$ cat src/rtl/frts_defines.vh
//////////////////////////////////////////////////////////////////////////////
// Purpose : Constants for the raw and thermal fault status bank
// Assumes : Included by bare name from rtl files
// Notes   : Definitions only
//////////////////////////////////////////////////////////////////////////////
`ifndef FRTS_DEFINES_VH
`define FRTS_DEFINES_VH

// Register word and address widths
`define FRTS_DATA_W            16
`define FRTS_ADDR_W            6

// Register offsets
`define FRTS_OFS_RAW           6'h02
`define FRTS_OFS_THERM         6'h04

// Reset values
`define FRTS_RST_RAW           16'h0280
`define FRTS_RST_THERM         16'h0000
`define FRTS_ZERO_WORD         16'h0000

// Common field
`define FRTS_BIT_PARITY        15

// Raw status fields
`define FRTS_RAW_DRIVER_DISABLE_PIN       12
`define FRTS_RAW_TW_LIVE       11
`define FRTS_RAW_NOT_READY     9
`define FRTS_RAW_OTP_FAULT     8
`define FRTS_RAW_POR           7
`define FRTS_RAW_SER_FAULT     6
`define FRTS_RAW_OVERCURRENT   5
`define FRTS_RAW_OVERVOLT      3
`define FRTS_RAW_PUMP_UV       2
`define FRTS_RAW_TSD_LIVE      1

// Thermal status fields
`define FRTS_THM_WARN          1
`define FRTS_THM_SHUTDOWN      0

`endif

$ cat src/rtl/frts_parity.v
//////////////////////////////////////////////////////////////////////////////
// Purpose : Even parity helper for one 16-bit serial data block
// Assumes : Purely combinational, no state
// Notes   : odd_out high means the block holds an odd number of ones
//////////////////////////////////////////////////////////////////////////////
`include "frts_defines.vh"

module frts_parity (
  // Block under test
  input  wire [`FRTS_DATA_W-1:0] word_in,
  // Result
  output wire                    odd_out
);

  assign odd_out = ^word_in;

endmodule // frts_parity

$ cat src/rtl/frts_status_bank.v
//////////////////////////////////////////////////////////////////////////////
// Purpose : Raw fault status and latched thermal status registers
// Assumes : All inputs synchronous to mclk_in; event inputs are
//           one-cycle pulses, condition inputs are levels
// Notes   : Frame decoding lives elsewhere; this bank sees a parsed
//           read or write request with a 6-bit register address
//////////////////////////////////////////////////////////////////////////////
`include "frts_defines.vh"

module frts_status_bank (
  // Clock and reset
  input  wire                    mclk_in,
  input  wire                    reset_in,

  // Configuration and clear sources
  input  wire                    parity_check_enable_in,
  input  wire                    fault_clear_command_in,
  input  wire                    sleep_reset_pulse_in,

  // Live conditions (levels)
  input  wire                    driver_disable_pin_in,
  input  wire                    thermal_warning_in,
  input  wire                    thermal_shutdown_in,
  input  wire                    overvoltage_in,
  input  wire                    pump_undervoltage_in,
  input  wire                    power_up_done_in,

  // Fault events (pulses)
  input  wire                    otp_read_fault_in,
  input  wire                    serial_fault_in,
  input  wire                    overcurrent_in,
  input  wire                    auto_retry_done_in,

  // Register read request
  input  wire                    rd_req_in,
  input  wire [`FRTS_ADDR_W-1:0] rd_addr_in,

  // Register write request
  input  wire                    wr_req_in,
  input  wire [`FRTS_ADDR_W-1:0] wr_addr_in,
  input  wire [`FRTS_DATA_W-1:0] wr_data_in,

  // Read answer
  output reg                     rd_valid_out,
  output reg                     rd_hit_out,
  output reg  [`FRTS_DATA_W-1:0] rd_data_out,

  // Write answer
  output reg                     wr_parity_err_out,
  output reg                     wr_ignored_out,

  // Register images for the rest of the device
  output reg  [`FRTS_DATA_W-1:0] raw_status_out,
  output reg  [`FRTS_DATA_W-1:0] thermal_status_out
);

  ////////////////////////////////////////////////////////////////////////////
  // Helpers

  // Sticky flag: a set in the same cycle as a clear wins
  function latch_next;
    input cur;
    input set;
    input clr;
    begin
      latch_next = set | (cur & ~clr);
    end
  endfunction

  // Address decode used by the write path; the read path decodes the address itself
  function addr_is_mapped;
    input [`FRTS_ADDR_W-1:0] addr;
    begin
      if (addr == `FRTS_OFS_RAW) begin
        addr_is_mapped = 1'b1;
      end else if (addr == `FRTS_OFS_THERM) begin
        addr_is_mapped = 1'b1;
      end else begin
        addr_is_mapped = 1'b0;
      end
    end
  endfunction

  // Place the raw flags at their bit positions; reserved bits read zero
  function [`FRTS_DATA_W-1:0] raw_word;
    input driver_disable_pin;
    input warn;
    input not_ready;
    input otp;
    input por;
    input ser;
    input oc;
    input ov;
    input uv;
    input tsd;
    begin
      raw_word                        = `FRTS_ZERO_WORD;
      raw_word[`FRTS_RAW_DRIVER_DISABLE_PIN]     = driver_disable_pin;
      raw_word[`FRTS_RAW_TW_LIVE]     = warn;
      raw_word[`FRTS_RAW_NOT_READY]   = not_ready;
      raw_word[`FRTS_RAW_OTP_FAULT]   = otp;
      raw_word[`FRTS_RAW_POR]         = por;
      raw_word[`FRTS_RAW_SER_FAULT]   = ser;
      raw_word[`FRTS_RAW_OVERCURRENT] = oc;
      raw_word[`FRTS_RAW_OVERVOLT]    = ov;
      raw_word[`FRTS_RAW_PUMP_UV]     = uv;
      raw_word[`FRTS_RAW_TSD_LIVE]    = tsd;
    end
  endfunction

  // Thermal register: only the two latched bits carry state
  function [`FRTS_DATA_W-1:0] therm_word;
    input warn;
    input shutdown;
    begin
      therm_word                      = `FRTS_ZERO_WORD;
      therm_word[`FRTS_THM_WARN]      = warn;
      therm_word[`FRTS_THM_SHUTDOWN]  = shutdown;
    end
  endfunction

  ////////////////////////////////////////////////////////////////////////////
  // State

  reg  driver_off_live_flag_q;
  reg  thermal_warning_live_flag_q;
  reg  not_ready_live_flag_q;
  reg  otp_read_fault_flag_q;
  reg  power_on_flag_q;
  reg  serial_fault_flag_q;
  reg  overcurrent_flag_q;
  reg  overvoltage_live_flag_q;
  reg  pump_undervoltage_live_flag_q;
  reg  thermal_shutdown_live_flag_q;
  reg  thermal_warning_latched_q;
  reg  thermal_shutdown_latched_q;

  // Sources that clear most latched faults
  wire common_clear;
  assign common_clear = fault_clear_command_in | sleep_reset_pulse_in;

  ////////////////////////////////////////////////////////////////////////////
  // Next flag values; the exported images are built from these so that
  // they show the same state as the flags instead of trailing by a cycle

  reg  not_ready_live_flag_d;
  reg  otp_read_fault_flag_d;
  reg  power_on_flag_d;
  reg  serial_fault_flag_d;
  reg  overcurrent_flag_d;
  reg  thermal_warning_latched_d;
  reg  thermal_shutdown_latched_d;

  always @* begin
    not_ready_live_flag_d      = not_ready_live_flag_q & ~power_up_done_in;
    // Sleep pulse must not hide a memory read fault
    otp_read_fault_flag_d      = latch_next(otp_read_fault_flag_q, otp_read_fault_in,
                                            fault_clear_command_in);
    // No set source after reset: only a new reset raises it again
    power_on_flag_d            = latch_next(power_on_flag_q, 1'b0,
                                            common_clear);
    serial_fault_flag_d        = latch_next(serial_fault_flag_q, serial_fault_in,
                                            common_clear);
    overcurrent_flag_d         = latch_next(overcurrent_flag_q, overcurrent_in,
                                            common_clear | auto_retry_done_in);
    thermal_warning_latched_d  = latch_next(thermal_warning_latched_q, thermal_warning_in,
                                            common_clear);
    thermal_shutdown_latched_d = latch_next(thermal_shutdown_latched_q, thermal_shutdown_in,
                                            common_clear);
  end

  ////////////////////////////////////////////////////////////////////////////
  // Live flags
  // One register stage keeps every readable bit glitch free; the cost is
  // one cycle of lag behind the condition.

  always @(posedge mclk_in) begin
    if (reset_in) begin
      driver_off_live_flag_q        <= 1'b0;
      thermal_warning_live_flag_q   <= 1'b0;
      overvoltage_live_flag_q       <= 1'b0;
      pump_undervoltage_live_flag_q <= 1'b0;
      thermal_shutdown_live_flag_q  <= 1'b0;
    end else begin
      driver_off_live_flag_q        <= driver_disable_pin_in;
      thermal_warning_live_flag_q   <= thermal_warning_in;
      overvoltage_live_flag_q       <= overvoltage_in;
      pump_undervoltage_live_flag_q <= pump_undervoltage_in;
      thermal_shutdown_live_flag_q  <= thermal_shutdown_in;
    end
  end

  ////////////////////////////////////////////////////////////////////////////
  // Not-ready flag
  // Only reset brings it back; a sleep pulse alone does not repeat power-up.

  always @(posedge mclk_in) begin
    if (reset_in) begin
      not_ready_live_flag_q <= 1'b1;
    end else begin
      not_ready_live_flag_q <= not_ready_live_flag_d;
    end
  end

  ////////////////////////////////////////////////////////////////////////////
  // Latched raw faults

  always @(posedge mclk_in) begin
    if (reset_in) begin
      otp_read_fault_flag_q <= 1'b0;
      power_on_flag_q       <= 1'b1;
      serial_fault_flag_q   <= 1'b0;
      overcurrent_flag_q    <= 1'b0;
    end else begin
      otp_read_fault_flag_q <= otp_read_fault_flag_d;
      power_on_flag_q       <= power_on_flag_d;
      serial_fault_flag_q   <= serial_fault_flag_d;
      overcurrent_flag_q    <= overcurrent_flag_d;
    end
  end

  ////////////////////////////////////////////////////////////////////////////
  // Latched thermal faults
  // Conditions are levels, so the flag re-sets each cycle the condition
  // persists and a clear only sticks once the condition has gone.

  always @(posedge mclk_in) begin
    if (reset_in) begin
      thermal_warning_latched_q  <= 1'b0;
      thermal_shutdown_latched_q <= 1'b0;
    end else begin
      thermal_warning_latched_q  <= thermal_warning_latched_d;
      thermal_shutdown_latched_q <= thermal_shutdown_latched_d;
    end
  end

  ////////////////////////////////////////////////////////////////////////////
  // Register images (bit 15 left clear; parity is added on the way out)

  reg [`FRTS_DATA_W-1:0] raw_image;
  reg [`FRTS_DATA_W-1:0] therm_image;
  reg [`FRTS_DATA_W-1:0] raw_image_d;
  reg [`FRTS_DATA_W-1:0] therm_image_d;

  always @* begin
    raw_image     = raw_word(driver_off_live_flag_q, thermal_warning_live_flag_q,
                             not_ready_live_flag_q, otp_read_fault_flag_q, power_on_flag_q,
                             serial_fault_flag_q, overcurrent_flag_q, overvoltage_live_flag_q,
                             pump_undervoltage_live_flag_q, thermal_shutdown_live_flag_q);
    raw_image_d   = raw_word(driver_disable_pin_in, thermal_warning_in,
                             not_ready_live_flag_d, otp_read_fault_flag_d, power_on_flag_d,
                             serial_fault_flag_d, overcurrent_flag_d, overvoltage_in,
                             pump_undervoltage_in, thermal_shutdown_in);
    therm_image   = therm_word(thermal_warning_latched_q, thermal_shutdown_latched_q);
    therm_image_d = therm_word(thermal_warning_latched_d, thermal_shutdown_latched_d);
  end

  ////////////////////////////////////////////////////////////////////////////
  // Read path

  reg  [`FRTS_DATA_W-1:0] rd_sel;
  reg                     rd_hit;
  wire                    rd_odd;

  always @* begin
    rd_sel = `FRTS_ZERO_WORD;
    rd_hit = 1'b0;
    if (rd_addr_in == `FRTS_OFS_RAW) begin
      rd_sel = raw_image;
      rd_hit = 1'b1;
    end else if (rd_addr_in == `FRTS_OFS_THERM) begin
      rd_sel = therm_image;
      rd_hit = 1'b1;
    end
  end

  frts_parity u_rd_parity (
    .word_in (rd_sel),
    .odd_out (rd_odd)
  );

  // With parity_check_enable_in high the parity bit makes the whole block even, otherwise it reads zero; unmapped reads return zero
  reg [`FRTS_DATA_W-1:0] rd_data_d;

  always @* begin
    rd_data_d = rd_sel;
    rd_data_d[`FRTS_BIT_PARITY] = parity_check_enable_in & rd_odd;
  end

  always @(posedge mclk_in) begin
    if (reset_in) begin
      rd_valid_out <= 1'b0;
      rd_hit_out   <= 1'b0;
      rd_data_out  <= `FRTS_ZERO_WORD;
    end else begin
      rd_valid_out <= rd_req_in;
      if (rd_req_in) begin
        rd_hit_out  <= rd_hit;
        rd_data_out <= rd_data_d;
      end
    end
  end

  ////////////////////////////////////////////////////////////////////////////
  // Write path
  // Both registers are read-only, so a write never changes state; it is
  // still checked so the frame logic can report a parity failure.

  wire wr_odd;

  frts_parity u_wr_parity (
    .word_in (wr_data_in),
    .odd_out (wr_odd)
  );

  wire wr_bad_parity;
  assign wr_bad_parity = parity_check_enable_in & wr_odd;

  always @(posedge mclk_in) begin
    if (reset_in) begin
      wr_parity_err_out <= 1'b0;
      wr_ignored_out    <= 1'b0;
    end else begin
      wr_parity_err_out <= wr_req_in & wr_bad_parity;
      // Good-parity write to a mapped address is dropped
      wr_ignored_out    <= wr_req_in & ~wr_bad_parity &
                           addr_is_mapped(wr_addr_in);
    end
  end

  ////////////////////////////////////////////////////////////////////////////
  // Register images out

  always @(posedge mclk_in) begin
    if (reset_in) begin
      raw_status_out     <= `FRTS_RST_RAW;
      thermal_status_out <= `FRTS_RST_THERM;
    end else begin
      raw_status_out     <= raw_image_d;
      thermal_status_out <= therm_image_d;
    end
  end

endmodule // frts_status_bank

$ cat config.mk
export PLATFORM = sky130hd
export DESIGN_NAME = frts_status_bank
export DESIGN_NICKNAME = d
export VERILOG_FILES = /design/src/rtl/frts_parity.v /design/src/rtl/frts_status_bank.v
export VERILOG_INCLUDE_DIRS = /design/src /design/src/rtl
export SDC_FILE = /design/constraint.sdc
export NUM_CORES = 1
export LEC_CHECK = 0
export BUFFER_PORTS_ARGS = -buffer_cell sky130_fd_sc_hd__clkbuf_2
export CAP_MARGIN = 0
export CORE_MARGIN = 2
export CORE_UTILIZATION = 45
export CTS_CLUSTER_SIZE = 28
export DETAILED_ROUTE_END_ITERATION = 8
export PLACE_DENSITY = 0.93
export SLEW_MARGIN = 0
export SYNTH_ARGS = -nofsm -noshare
export SYNTH_HDL_FRONTEND = slang
export SYNTH_SLANG_ARGS = --single-unit
$ cat constraint.sdc
create_clock -name mclk_in -period 2.34 [get_ports mclk_in]
set_input_delay 0.117 -clock mclk_in [delete_from_list [all_inputs] [get_ports mclk_in]]
set_output_delay 0.117 -clock mclk_in [all_outputs]
set_load 0.03 [all_outputs]
==> impl_metrics.tcl, run 1 <==
set metrics [dict create \
    status "finished, final reports clean" \
    irDropWorstVdd_v 0.000224 \
    dp_hpwl_um 2260 \
    fin_skew_ns 0.00846 \
    layout_common_cells "clkbuf_2 (72), dfxtp_1 (28), xnor2_1 (24), conb_1 (24), nor2_1 (17)" \
    dp_cells 258 \
    cp-start-kind "flop" \
    avgSynthCellArea_um2 9.10 \
    grt_usage_pct 14.9 \
    ant_nets 0 \
    coreArea_um2 3080 \
    instances_no_fill 265 \
    vias_per_cell 4.48 \
    fmax_mhz 795 \
    cts_max_path_buffers 2 \
    hold_viol 0 \
    final_common_cell "clkbuf_2" \
    final_util_pct 56.0 \
    arrival_ns 1.46 \
    synthCells 160 \
    maxCapViolations 0 \
    min_period_ns 1.26 \
    overflow 0 \
    yosysSeqAreaShare_pct 38.5 \
    fin_ws_ns 1.08 \
    route.met2.wl_um 1520 \
    top_regs "rd_data_out (12), raw_status_out (9)" \
    cts_made_buffers 3 \
    highest_layer "met4" \
    cellLeakagePower_nw 0.826 \
    p_per_area_nw_per_um2 564 \
    dpl_worst_slack_ns 1.00 \
    path_cells "xnor2_1 > xnor2_1 > xnor2_1 > xnor2_1 > o22ai_1" \
    grt_pass1_wl_um 4150 \
    finalNetCount 268 \
    largest_register_ffs 12 \
    postRouteWirelength_um 2840 \
    h-tree-depth 1 \
    finalSetupViolCount 0 \
    path_class "flop to flop" \
    ys_warn_count 0 \
    die_h_um 60.9 \
    drive_gt1_share_pct 34.4 \
    synthToLayoutAreaGrowth_pct 18.4 \
    critPathMaxFanout 3 \
    syn_area_um2 1460 \
    cts_setup_buffers 0 \
    slowest_delay_ns 0.41 \
    rsz0062_at_grt "false" \
    wire_per_inst_um 10.7 \
    diodes 0 \
    worstMarginPinSlew_ns 0.549 \
    drt_iter0_markers 69 \
    post-route-drc-count 0 \
    insertion_delay_ns 0.32 \
    initial_core_util_pct 47.3 \
    critPathMostFrequentCell "xnor2_1" \
    dieArea_um2 3710 \
    wl_met1_um 1080 \
    antenna_found_initial 0 \
    row_count 20 \
    pin_count 97 \
    vias 1188 \
    dr_wl_met3_um 193 \
    cts.clk_slew.worst_paths_ns 0.14 \
    crit_path_top_delay_cell "dfxtp_1" \
    end_kind "flop" \
    cts_tree "done" \
    regMostFlops "rd_data_out" \
    hold_path_class "input pin to flop" \
    port_buffers 72 \
    setup_tns_ns 0 \
    root_buffer "clkbuf_4" \
    die_w_um 60.9 \
    grt_pass1_vias 1030 \
    drt_pass1_iterations 4 \
    cts_sinks 28 \
    slew_viol_final 0 \
    gp_congestion 0.725 \
    hold_ws_ns 0.0120 \
    cp.required_ns 2.54 \
    yosysUniqueCellTypes 27 \
    grt_max_degree 30 \
    min_period_over_period_pct 53.7 \
    max-slew-margin-rel_pct 63.4 \
    ys_ff_latch 28 \
]
worst max-delay path, delay by kind of cell (launching register included):
kind / cells / cell delay (ns)
flip-flops: 1 / 0.41
XOR/XNOR: 4 / 0.63
AO/OA/AOI/OAI: 1 / 0.09
routing by layer:
layer / track usage (%) / vias to the layer above
li1: - / 591
met1: 15.2 / 531
met2: 29.2 / 62
met3: 1.71 / 4
met4: 8.07 / 0
met5: 0 / -
final timing paths:
check / cells past startpoint / slack [ns] / to / from
setup reg to reg: 5 / 1.08 / rd_data_out[15]$_SDFFE_PP0P_ / raw_status_out[1]$_SDFF_PP0_
hold reg to reg: 2 / 0.48 / rd_hit_out$_SDFFE_PP0P_ / rd_hit_out$_SDFFE_PP0P_
hold / removal: 2 / 0.01 / raw_status_out[3]$_SDFF_PP0_ / overvoltage_in
setup / recovery: 5 / 1.08 / rd_data_out[15]$_SDFFE_PP0P_ / raw_status_out[1]$_SDFF_PP0_
cell families (layout without fill, tap and decap cells):
kind of cell	after synthesis	in the layout	share of synthesized area (%)
other	1	24	0.257
buffers and inverters	45	83	21.4
AOI/OAI and AO/OA	24	24	10.7
xor gates and xnor gates	26	26	15.6
and+or+nand+nor	36	36	13.5
DFF	28	28	38.5
cell type report:
class,instances,area (um2)
sequential,28,561
tap,44,55.1
multi-input combinational,110,671
clock buffer,3,22.5
timing repair buffer,76,400
inverter,4,15.0
fill,296,1350
report_power, final:
group	switching (mW)	internal (mW)	total, mW
clock	0.130	0.0604	0.190
combinational	0.163	0.110	0.274
sequential	0.0155	0.493	0.508
synth_stat cells, drive strengths merged:
cell | n | area, um2
a31oi | 1 | 6.26
a22oi | 9 | 67.6
xor2 | 2 | 17.5
xnor2 | 24 | 210
nand3 | 1 | 5.00
a21o | 2 | 15.0
a21oi | 9 | 45.0
nor2b | 7 | 43.8
o22ai | 1 | 6.26
nand4b | 1 | 8.76
nand3b | 1 | 7.51
nor4 | 2 | 27.5
conb | 1 | 3.75
buf | 38 | 285
nand2 | 3 | 11.3
inv | 4 | 15.0
nor2 | 17 | 63.8
dfxtp | 28 | 561
clkbuf | 3 | 11.3
nand4 | 2 | 12.5
and3 | 1 | 6.26
a22o | 1 | 8.76
and4b | 1 | 10.0
o211ai | 1 | 7.51
through the flow:
step                      instance area [um2]  power, mW
final                                    1720      0.972
after global routing                     1720       1.02
after CTS                                1710      0.980
after detailed placement                 1660      0.790
after global placement                   1660      0.786
after floorplan                          1540      0.764
timing repair:
action / 4_1_cts / 5_1_grt
hold endpoints to repair: 3 / 1
resized for setup: 0 / 0
hold buffers: 3 / 1
Note: power is estimated with default switching activity, not from simulation.
==> run 2: changes to the inputs <==
Settings changed: ABC_AREA from default to 1, CORE_UTILIZATION 45 to 44, PLACE_DENSITY 0.93 to 0.89.
Clock period 2.34 ns to 1.3 ns, I/O delays scaled along.
==> run 2 against run 1 <==
  * Synthesized cell count rose by 38%
  * Cell count increased by 33%
  * Clock power rose to 3.6 times the previous value
  * Core utilization increased by 3.7 points
  * Non-clock buffer count grew 22
  * Register-to-register slack worse by 1.0 ns
  * Design area is 27% higher
==> impl_metrics.tcl, run 2 <==
set metrics [dict create \
    synth_edf_count 0 \
    cts_made_buffers 3 \
    critPathMostFrequentCell "nand2_1" \
    ys_async_sr_fraction_pct 0 \
    hold_path_class "input pin to flop" \
    p_per_area_nw_per_um2 991 \
    crit_path_top_delay_cell "dfxtp_2" \
    diodes 0 \
    ys_ff_latch 28 \
    drt_pass1_iterations 4 \
    worst_hold_path.num_cells 3 \
    row_count 22 \
    gp_congestion 0.859 \
    slowest_delay_ns 0.36 \
    irDropWorstVdd_v 0.000868 \
    drive_gt1_share_pct 40.0 \
    synth_flop_cell "dfxtp_1" \
    overflow 0 \
    synth_largest_area_cell "dfxtp_1" \
    status "finished, final reports clean" \
    wire_per_inst_um 10.5 \
    grt_pass1_vias 1382 \
    crit_family "simple AND/OR/NAND/NOR gates" \
    path_class "flop to flop" \
    crit_buf_inv 2 \
    rsz0062_at_grt "true" \
    coreArea_um2 3660 \
    final_util_pct 59.7 \
    postRouteWirelength_um 3700 \
    synth_common_cells "buf_4 (36), dfxtp_1 (28), nand2_1 (27)" \
    worstHoldEndpoint "raw_status_out[5]$_SDFF_PP0_" \
    path_cells "inv_1 > a21oi_2 > nand2_1 > nand2_1 > nand3_1 > nand2_1 > inv_1 > nand3_1 > nand3_2 > a21oi_2" \
    hold_viol 0 \
    h-tree-depth 1 \
    cellLeakagePower_nw 1.16 \
    cp-start-kind "flop" \
    cts_max_path_buffers 2 \
    regMostFlops "rd_data_out" \
    vias_per_cell 4.48 \
    die_w_um 65.5 \
    die_h_um 65.5 \
    fin_ws_ns 0.0621 \
    grt_usage_pct 16.5 \
    yosysUniqueCellTypes 27 \
    cts_sinks 28 \
    pin_count 97 \
    vias 1582 \
    cts.clk_slew.worst_paths_ns 0.09 \
    post-route-drc-count 0 \
    dieArea_um2 4290 \
    arrival_ns 1.46 \
    synthCells 221 \
    slew_viol_final 0 \
    dpl_worst_slack_ns -0.144 \
    antenna_found_initial 0 \
    setup_tns_ns 0 \
    min_period_ns 1.24 \
    top_regs "rd_data_out (12), raw_status_out (9)" \
    critPathMaxFanout 4 \
    fmax_mhz 808 \
    port_buffers 72 \
    final_common_cell "clkbuf_2" \
    yosys-top-cells-area "dfxtp_1 (34%), buf_4 (16%), nand2_1 (6.1%)" \
    grt_max_degree 24 \
    layout_common_cells "clkbuf_2 (72), nand2_1 (27), conb_1 (24), dfxtp_1 (23), inv_1 (22)" \
    largest_register_ffs 12 \
    rr_worst_depth 10 \
    ant_nets 0 \
    insertion_delay_ns 0.28 \
    hold_start "overcurrent_in" \
    min_period_over_period_pct 95.2 \
    avgSynthCellArea_um2 7.54 \
    finalNetCount 351 \
    finalSetupViolCount 0 \
    yosysMostFrequentCell "buf_4" \
    end_kind "flop" \
    synthToLayoutAreaGrowth_pct 31.2 \
    dp_hpwl_um 2860 \
    maxCapViolations 0 \
    drt_iter0_markers 46 \
    r2r_setup_slack_ns 0.06 \
    initial_core_util_pct 45.5 \
    ys_warn_count 0 \
    root_buffer "clkbuf_8" \
    reg2reg_from "raw_status_out[11]$_SDFF_PP0_" \
    syn_area_um2 1670 \
    cp.required_ns 1.52 \
    synth_top_area_share_pct 33.7 \
    reg2reg_to "rd_data_out[15]$_SDFFE_PP0P_" \
    cts_tree "done" \
    fin_skew_ns 0.00746 \
    yosysSeqAreaShare_pct 33.7 \
    grt_pass1_wl_um 5570 \
]
==> run 2: per-layer routing <==
metal	vias up	GRT usage (%)	wire, um	share of wire (%)
met3	4	5.65	287	7.8
met4	0	3.39	31	0.84
met2	64	31.5	2000	54
li1	804	-	-	-
met5	-	0	0	0
met1	710	17.2	1380	37
==> run 2: final cells by class <==
cell class | count | area [um2]
clock buffer | 3 | 41.3
tap | 48 | 60.1
clock inverter | 1 | 30.0
inverter | 24 | 90.1
fill | 334 | 1480
multi-input combinational | 151 | 821
sequential | 28 | 567
timing repair buffer | 98 | 576
==> run 2: how the worst max path moves through the flow <==
stage / start / slack [ns] / to / depth (start not counted)
6_report: raw_status_out[11]$_SDFF_PP0_ / 0.06 / rd_data_out[15]$_SDFFE_PP0P_ / 10
5_1_grt: thermal_warning_latched_q$_SDFF_PP0_ / -0.05 / rd_data_out[15]$_SDFFE_PP0P_ / 11
4_1_cts: raw_status_out[7]$_SDFF_PP1_ / 0.02 / rd_data_out[15]$_SDFFE_PP0P_ / 10
3_5_place_dp: rd_addr_in[0] / -0.14 / rd_data_out[15]$_SDFFE_PP0P_ / 15
3_3_place_gp: rd_addr_in[0] / -0.08 / rd_data_out[15]$_SDFFE_PP0P_ / 15
2_1_floorplan: rd_addr_in[0] / 0.07 / rd_data_out[15]$_SDFFE_PP0P_ / 12
==> run 2: worst reg2reg max path, stage by stage (launching register included) <==
cell     delay, ns
dfxtp_2       0.36
inv_1         0.06
a21oi_2       0.15
nand2_1       0.07
nand2_1       0.06
nand3_1       0.06
nand2_1       0.09
inv_1         0.04
nand3_1       0.09
nand3_2       0.08
a21oi_2       0.11
==> run 2: metrics by stage <==
stage	total power, mW	area [um2]	hold slack, ns	std cells
after floorplan	1.39	1750	0.127	244
after global placement	1.46	1980	0.258	338
after detailed placement	1.48	1980	0.268	338
after CTS	2.17	2140	0.00615	350
after global routing	2.28	2180	0.0334	353
final	2.17	2180	0.00856	353
==> run 2: cell families after synthesis <==
| logic type | after synthesis | share of synthesized area, % |
|---|---|---|
| xor gates and xnor gates | 14 | 7.36 |
| and+or+nand+nor | 80 | 24.9 |
| buffers and inverters | 65 | 23.4 |
| other | 1 | 0.225 |
| DFF | 28 | 33.7 |
| AOI/OAI and AO/OA | 33 | 10.4 |
==> run 2: repair_timing <==
item | CTS | global route
buffers inserted | 0 | 3
hold buffers | 8 | 0
endpoints found under the hold margin | 8 | 0
gates resized for setup | 1 | 10
pin swaps | 0 | 6
endpoints found under the setup margin | 1 | 1
==> run 2: report_power, final <==
group	leakage (nW)	total (mW)	switching, mW	internal, mW
clock network	0.0357	0.675	0.263	0.412
logic	0.892	0.555	0.360	0.195
registers	0.233	0.936	0.0301	0.905
total	1.16	2.17	0.653	1.51
==> run 3: changes to the inputs <==
Settings changed: ABC_AREA 1 to default, CORE_MARGIN 2 to default, CORE_UTILIZATION 44 to 43, PLACE_DENSITY 0.89 to 0.87, SYNTH_HIERARCHICAL from default to 1.
==> run 3 against run 2 <==
  * The flow now finishes with violations (negative setup slack)
  * Worst setup slack got worse by 0.30 ns
  * Critical endpoint unchanged
  * First-iteration DRC count shrank 26%
  * Maximum frequency fell by 19%
  * Sequential cell count did not move
  * Largest power group unchanged
  * Die area shrank 5.2%
  * Clock power is 3% lower
  * Cell count shrank 9.9%
  * Highest routed layer unchanged
  * Critical path depth decreased by 2
==> impl_metrics.tcl, run 3 <==
set metrics [dict create \
    die_w_um 63.8 \
    post-route-drc-count 0 \
    irDropWorstVdd_v 0.000788 \
    cts_max_path_buffers 2 \
    initial_core_util_pct 44.9 \
    arrival_ns 1.75 \
    min_period_over_period_pct 118 \
    fin_skew_ns 0.00200 \
    muxShareOfSynthArea_pct 0 \
    insertion_delay_ns 0.27 \
    rr_worst_depth 8 \
    reg2reg_to "rd_data_out[15]$_SDFFE_PP0P_" \
    finalSetupViolCount 1 \
    antenna_found_initial 0 \
    cp-start-kind "flop" \
    yosysSeqAreaShare_pct 34.1 \
    die_h_um 63.8 \
    ys_async_sr_fraction_pct 0 \
    reg2reg_from "thermal_warning_latched_q$_SDFF_PP0_" \
    row_count 22 \
    gp_congestion 0.761 \
    grt_pass1_wl_um 5070 \
    grt_usage_pct 15.8 \
    grt_pass1_vias 1229 \
    cts_made_buffers 3 \
    final_common_cell "clkbuf_2" \
    setup_tns_ns -0.236 \
    overflow 0 \
    critPathLaunch "thermal_warning_latched_q$_SDFF_PP0_" \
    maxCapViolations 0 \
    dieArea_um2 4070 \
    min_period_ns 1.54 \
    cellLeakagePower_nw 1.05 \
    synth_compound_area_share_pct 8.07 \
    root_buffer "clkbuf_8" \
    synth_simple_gate_area_share_pct 20.9 \
    vias_per_cell 4.38 \
    hold_viol 0 \
    fmax_mhz 651 \
    top_regs "rd_data_out (12), raw_status_out (9)" \
    cts_sinks 28 \
    ys_warn_count 6 \
    drive_gt1_share_pct 40.0 \
    ant_nets 0 \
    ys_ff_latch 28 \
    synth_top_family_by_area "simple AND/OR/NAND/NOR gates" \
    slew_viol_final 0 \
    crit_path_end "rd_data_out[15]$_SDFFE_PP0P_" \
    syn_area_um2 1640 \
    fin_ws_ns -0.236 \
    r2r_setup_slack_ns -0.24 \
    diodes 0 \
    h-tree-depth 1 \
    hold_path_class "input pin to flop" \
    synthCells 185 \
    wire_per_inst_um 10.1 \
    rsz0062_at_grt "true" \
    port_buffers 72 \
    grt_max_degree 20 \
    critPathMaxFanout 2 \
    postRouteWirelength_um 3220 \
    dpl_worst_slack_ns -0.470 \
    synth_edf_count 0 \
    cts_tree "done" \
    avgSynthCellArea_um2 8.88 \
    yosysUniqueCellTypes 27 \
    synth_common_cells "buf_4 (36), xnor2_1 (29), dfxtp_1 (28)" \
    synth_largest_area_cell "dfxtp_1" \
    finalNetCount 316 \
    coreArea_um2 3660 \
    yosys.area_share.xor_xnor_pct 16.5 \
    p_total_mw 2.13 \
    dp_hpwl_um 2580 \
    path_class "flop to flop" \
    cts.clk_slew.worst_paths_ns 0.09 \
    cp.required_ns 1.51 \
    vias 1392 \
    yosys-top-cells-area "dfxtp_1 (34%), buf_4 (16%), xnor2_1 (15%)" \
    p_per_area_nw_per_um2 989 \
    status "finished with violations" \
    synth_flop_cell "dfxtp_1" \
    end_kind "flop" \
    regMostFlops "rd_data_out" \
    layout_common_cells "clkbuf_2 (72), conb_1 (29), xnor2_1 (28), dfxtp_1 (27), buf_4 (21)" \
    pin_count 97 \
    synth_top_area_share_pct 34.1 \
    largest_register_ffs 12 \
    drt_iter0_markers 34 \
    violations "negative setup slack" \
    n_fill_cell 334 \
    yosysMostFrequentCell "buf_4" \
    synthAdderAreaFrac_pct 0 \
    synthToLayoutAreaGrowth_pct 31.4 \
    drt_pass1_iterations 4 \
]
==> run 3: cell types whose count changed after synthesis, sizes merged, moves of 14 or more <==
cell and change:
o21ai -14, nor2 -20, xnor2 +19, nand2 -29
inv -20, nand3 -14
==> run 3: timing repair <==
| item | in CTS | in global routing |
|---|---|---|
| pin swaps | 3 | 5 |
| buffers inserted | 0 | 1 |
| setup endpoints to repair | 1 | 1 |
| endpoints found under the hold margin | 4 | 0 |
| gates cloned | 0 | 0 |
| hold buffers | 4 | 0 |
| resized for setup | 2 | 4 |
==> run 3: kinds of logic after synthesis <==
group,after synthesis
other,1
buffers and inverters,49
xor gates and xnor gates,31
DFF,28
and+or+nand+nor,54
AOI/OAI and AO/OA,22
==> run 3: worst min path at each step <==
stage	slack [ns]	endpoint	startpoint	cells past startpoint
after floorplan	0.18	raw_status_out[6]$_SDFF_PP0_	serial_fault_in	2
after global placement	0.27	raw_status_out[8]$_SDFF_PP0_	otp_read_fault_in	3
after detailed placement	0.28	raw_status_out[2]$_SDFF_PP0_	pump_undervoltage_in	2
after CTS	0.002	raw_status_out[8]$_SDFF_PP0_	otp_read_fault_in	3
after global routing	0.02	raw_status_out[1]$_SDFF_PP0_	thermal_shutdown_in	2
final	0.006	thermal_warning_latched_q$_SDFF_PP0_	thermal_warning_in	3
==> run 3: through the flow <==
| step | cell area (um2) | std cells | hold WS (ns) | utilization (%) |
|---|---|---|---|---|
| detailed placement | 2020 | 309 | 0.279 | 55.1 |
| global route | 2160 | 318 | 0.0178 | 59.0 |
| finish | 2160 | 318 | 0.00645 | 59.0 |
| CTS | 2130 | 317 | 0.00183 | 58.3 |
| floorplan | 1750 | 213 | 0.182 | - |
| global placement | 2020 | 309 | 0.272 | 55.1 |
==> run 3: area by class of cell <==
| type | instances | area [um2] | share of cell area, % |
|---|---|---|---|
| clock buffers | 3 | 41.3 | 1.91 |
| clock inverters | 1 | 30.0 | 1.39 |
| inverters | 4 | 15.0 | 0.696 |
| multi-input cells | 136 | 881 | 40.8 |
| flip-flops and latches | 28 | 562 | 26.0 |
| well taps | 48 | 60.1 | 2.78 |
| repair buffers | 98 | 569 | 26.4 |
==> run 3: routing by layer <==
| metal | share of wire, % | GRT usage (%) | routed length, um |
|---|---|---|---|
| met3 | 6.1 | 4.64 | 195 |
| met1 | 42 | 18.1 | 1360 |
| met4 | 0.43 | 3.69 | 14 |
| met2 | 51 | 28.7 | 1660 |
| met5 | 0 | 0 | 0 |
==> run 3: critical path: stages, from the launching register on <==
cell and delay, ns:
dfxtp_2 0.34, a22oi_2 0.22, nor2b_2 0.08, xnor2_2 0.19, xnor2_1 0.15, xnor2_1 0.15, xnor2_1 0.13, nand3_1 0.10
a21oi_2 0.12
==> run 3: power by group <==
group	internal [mW]	switching, mW
sequential	0.889	0.0149
combinational	0.241	0.331
clock	0.412	0.247
total	1.54	0.593
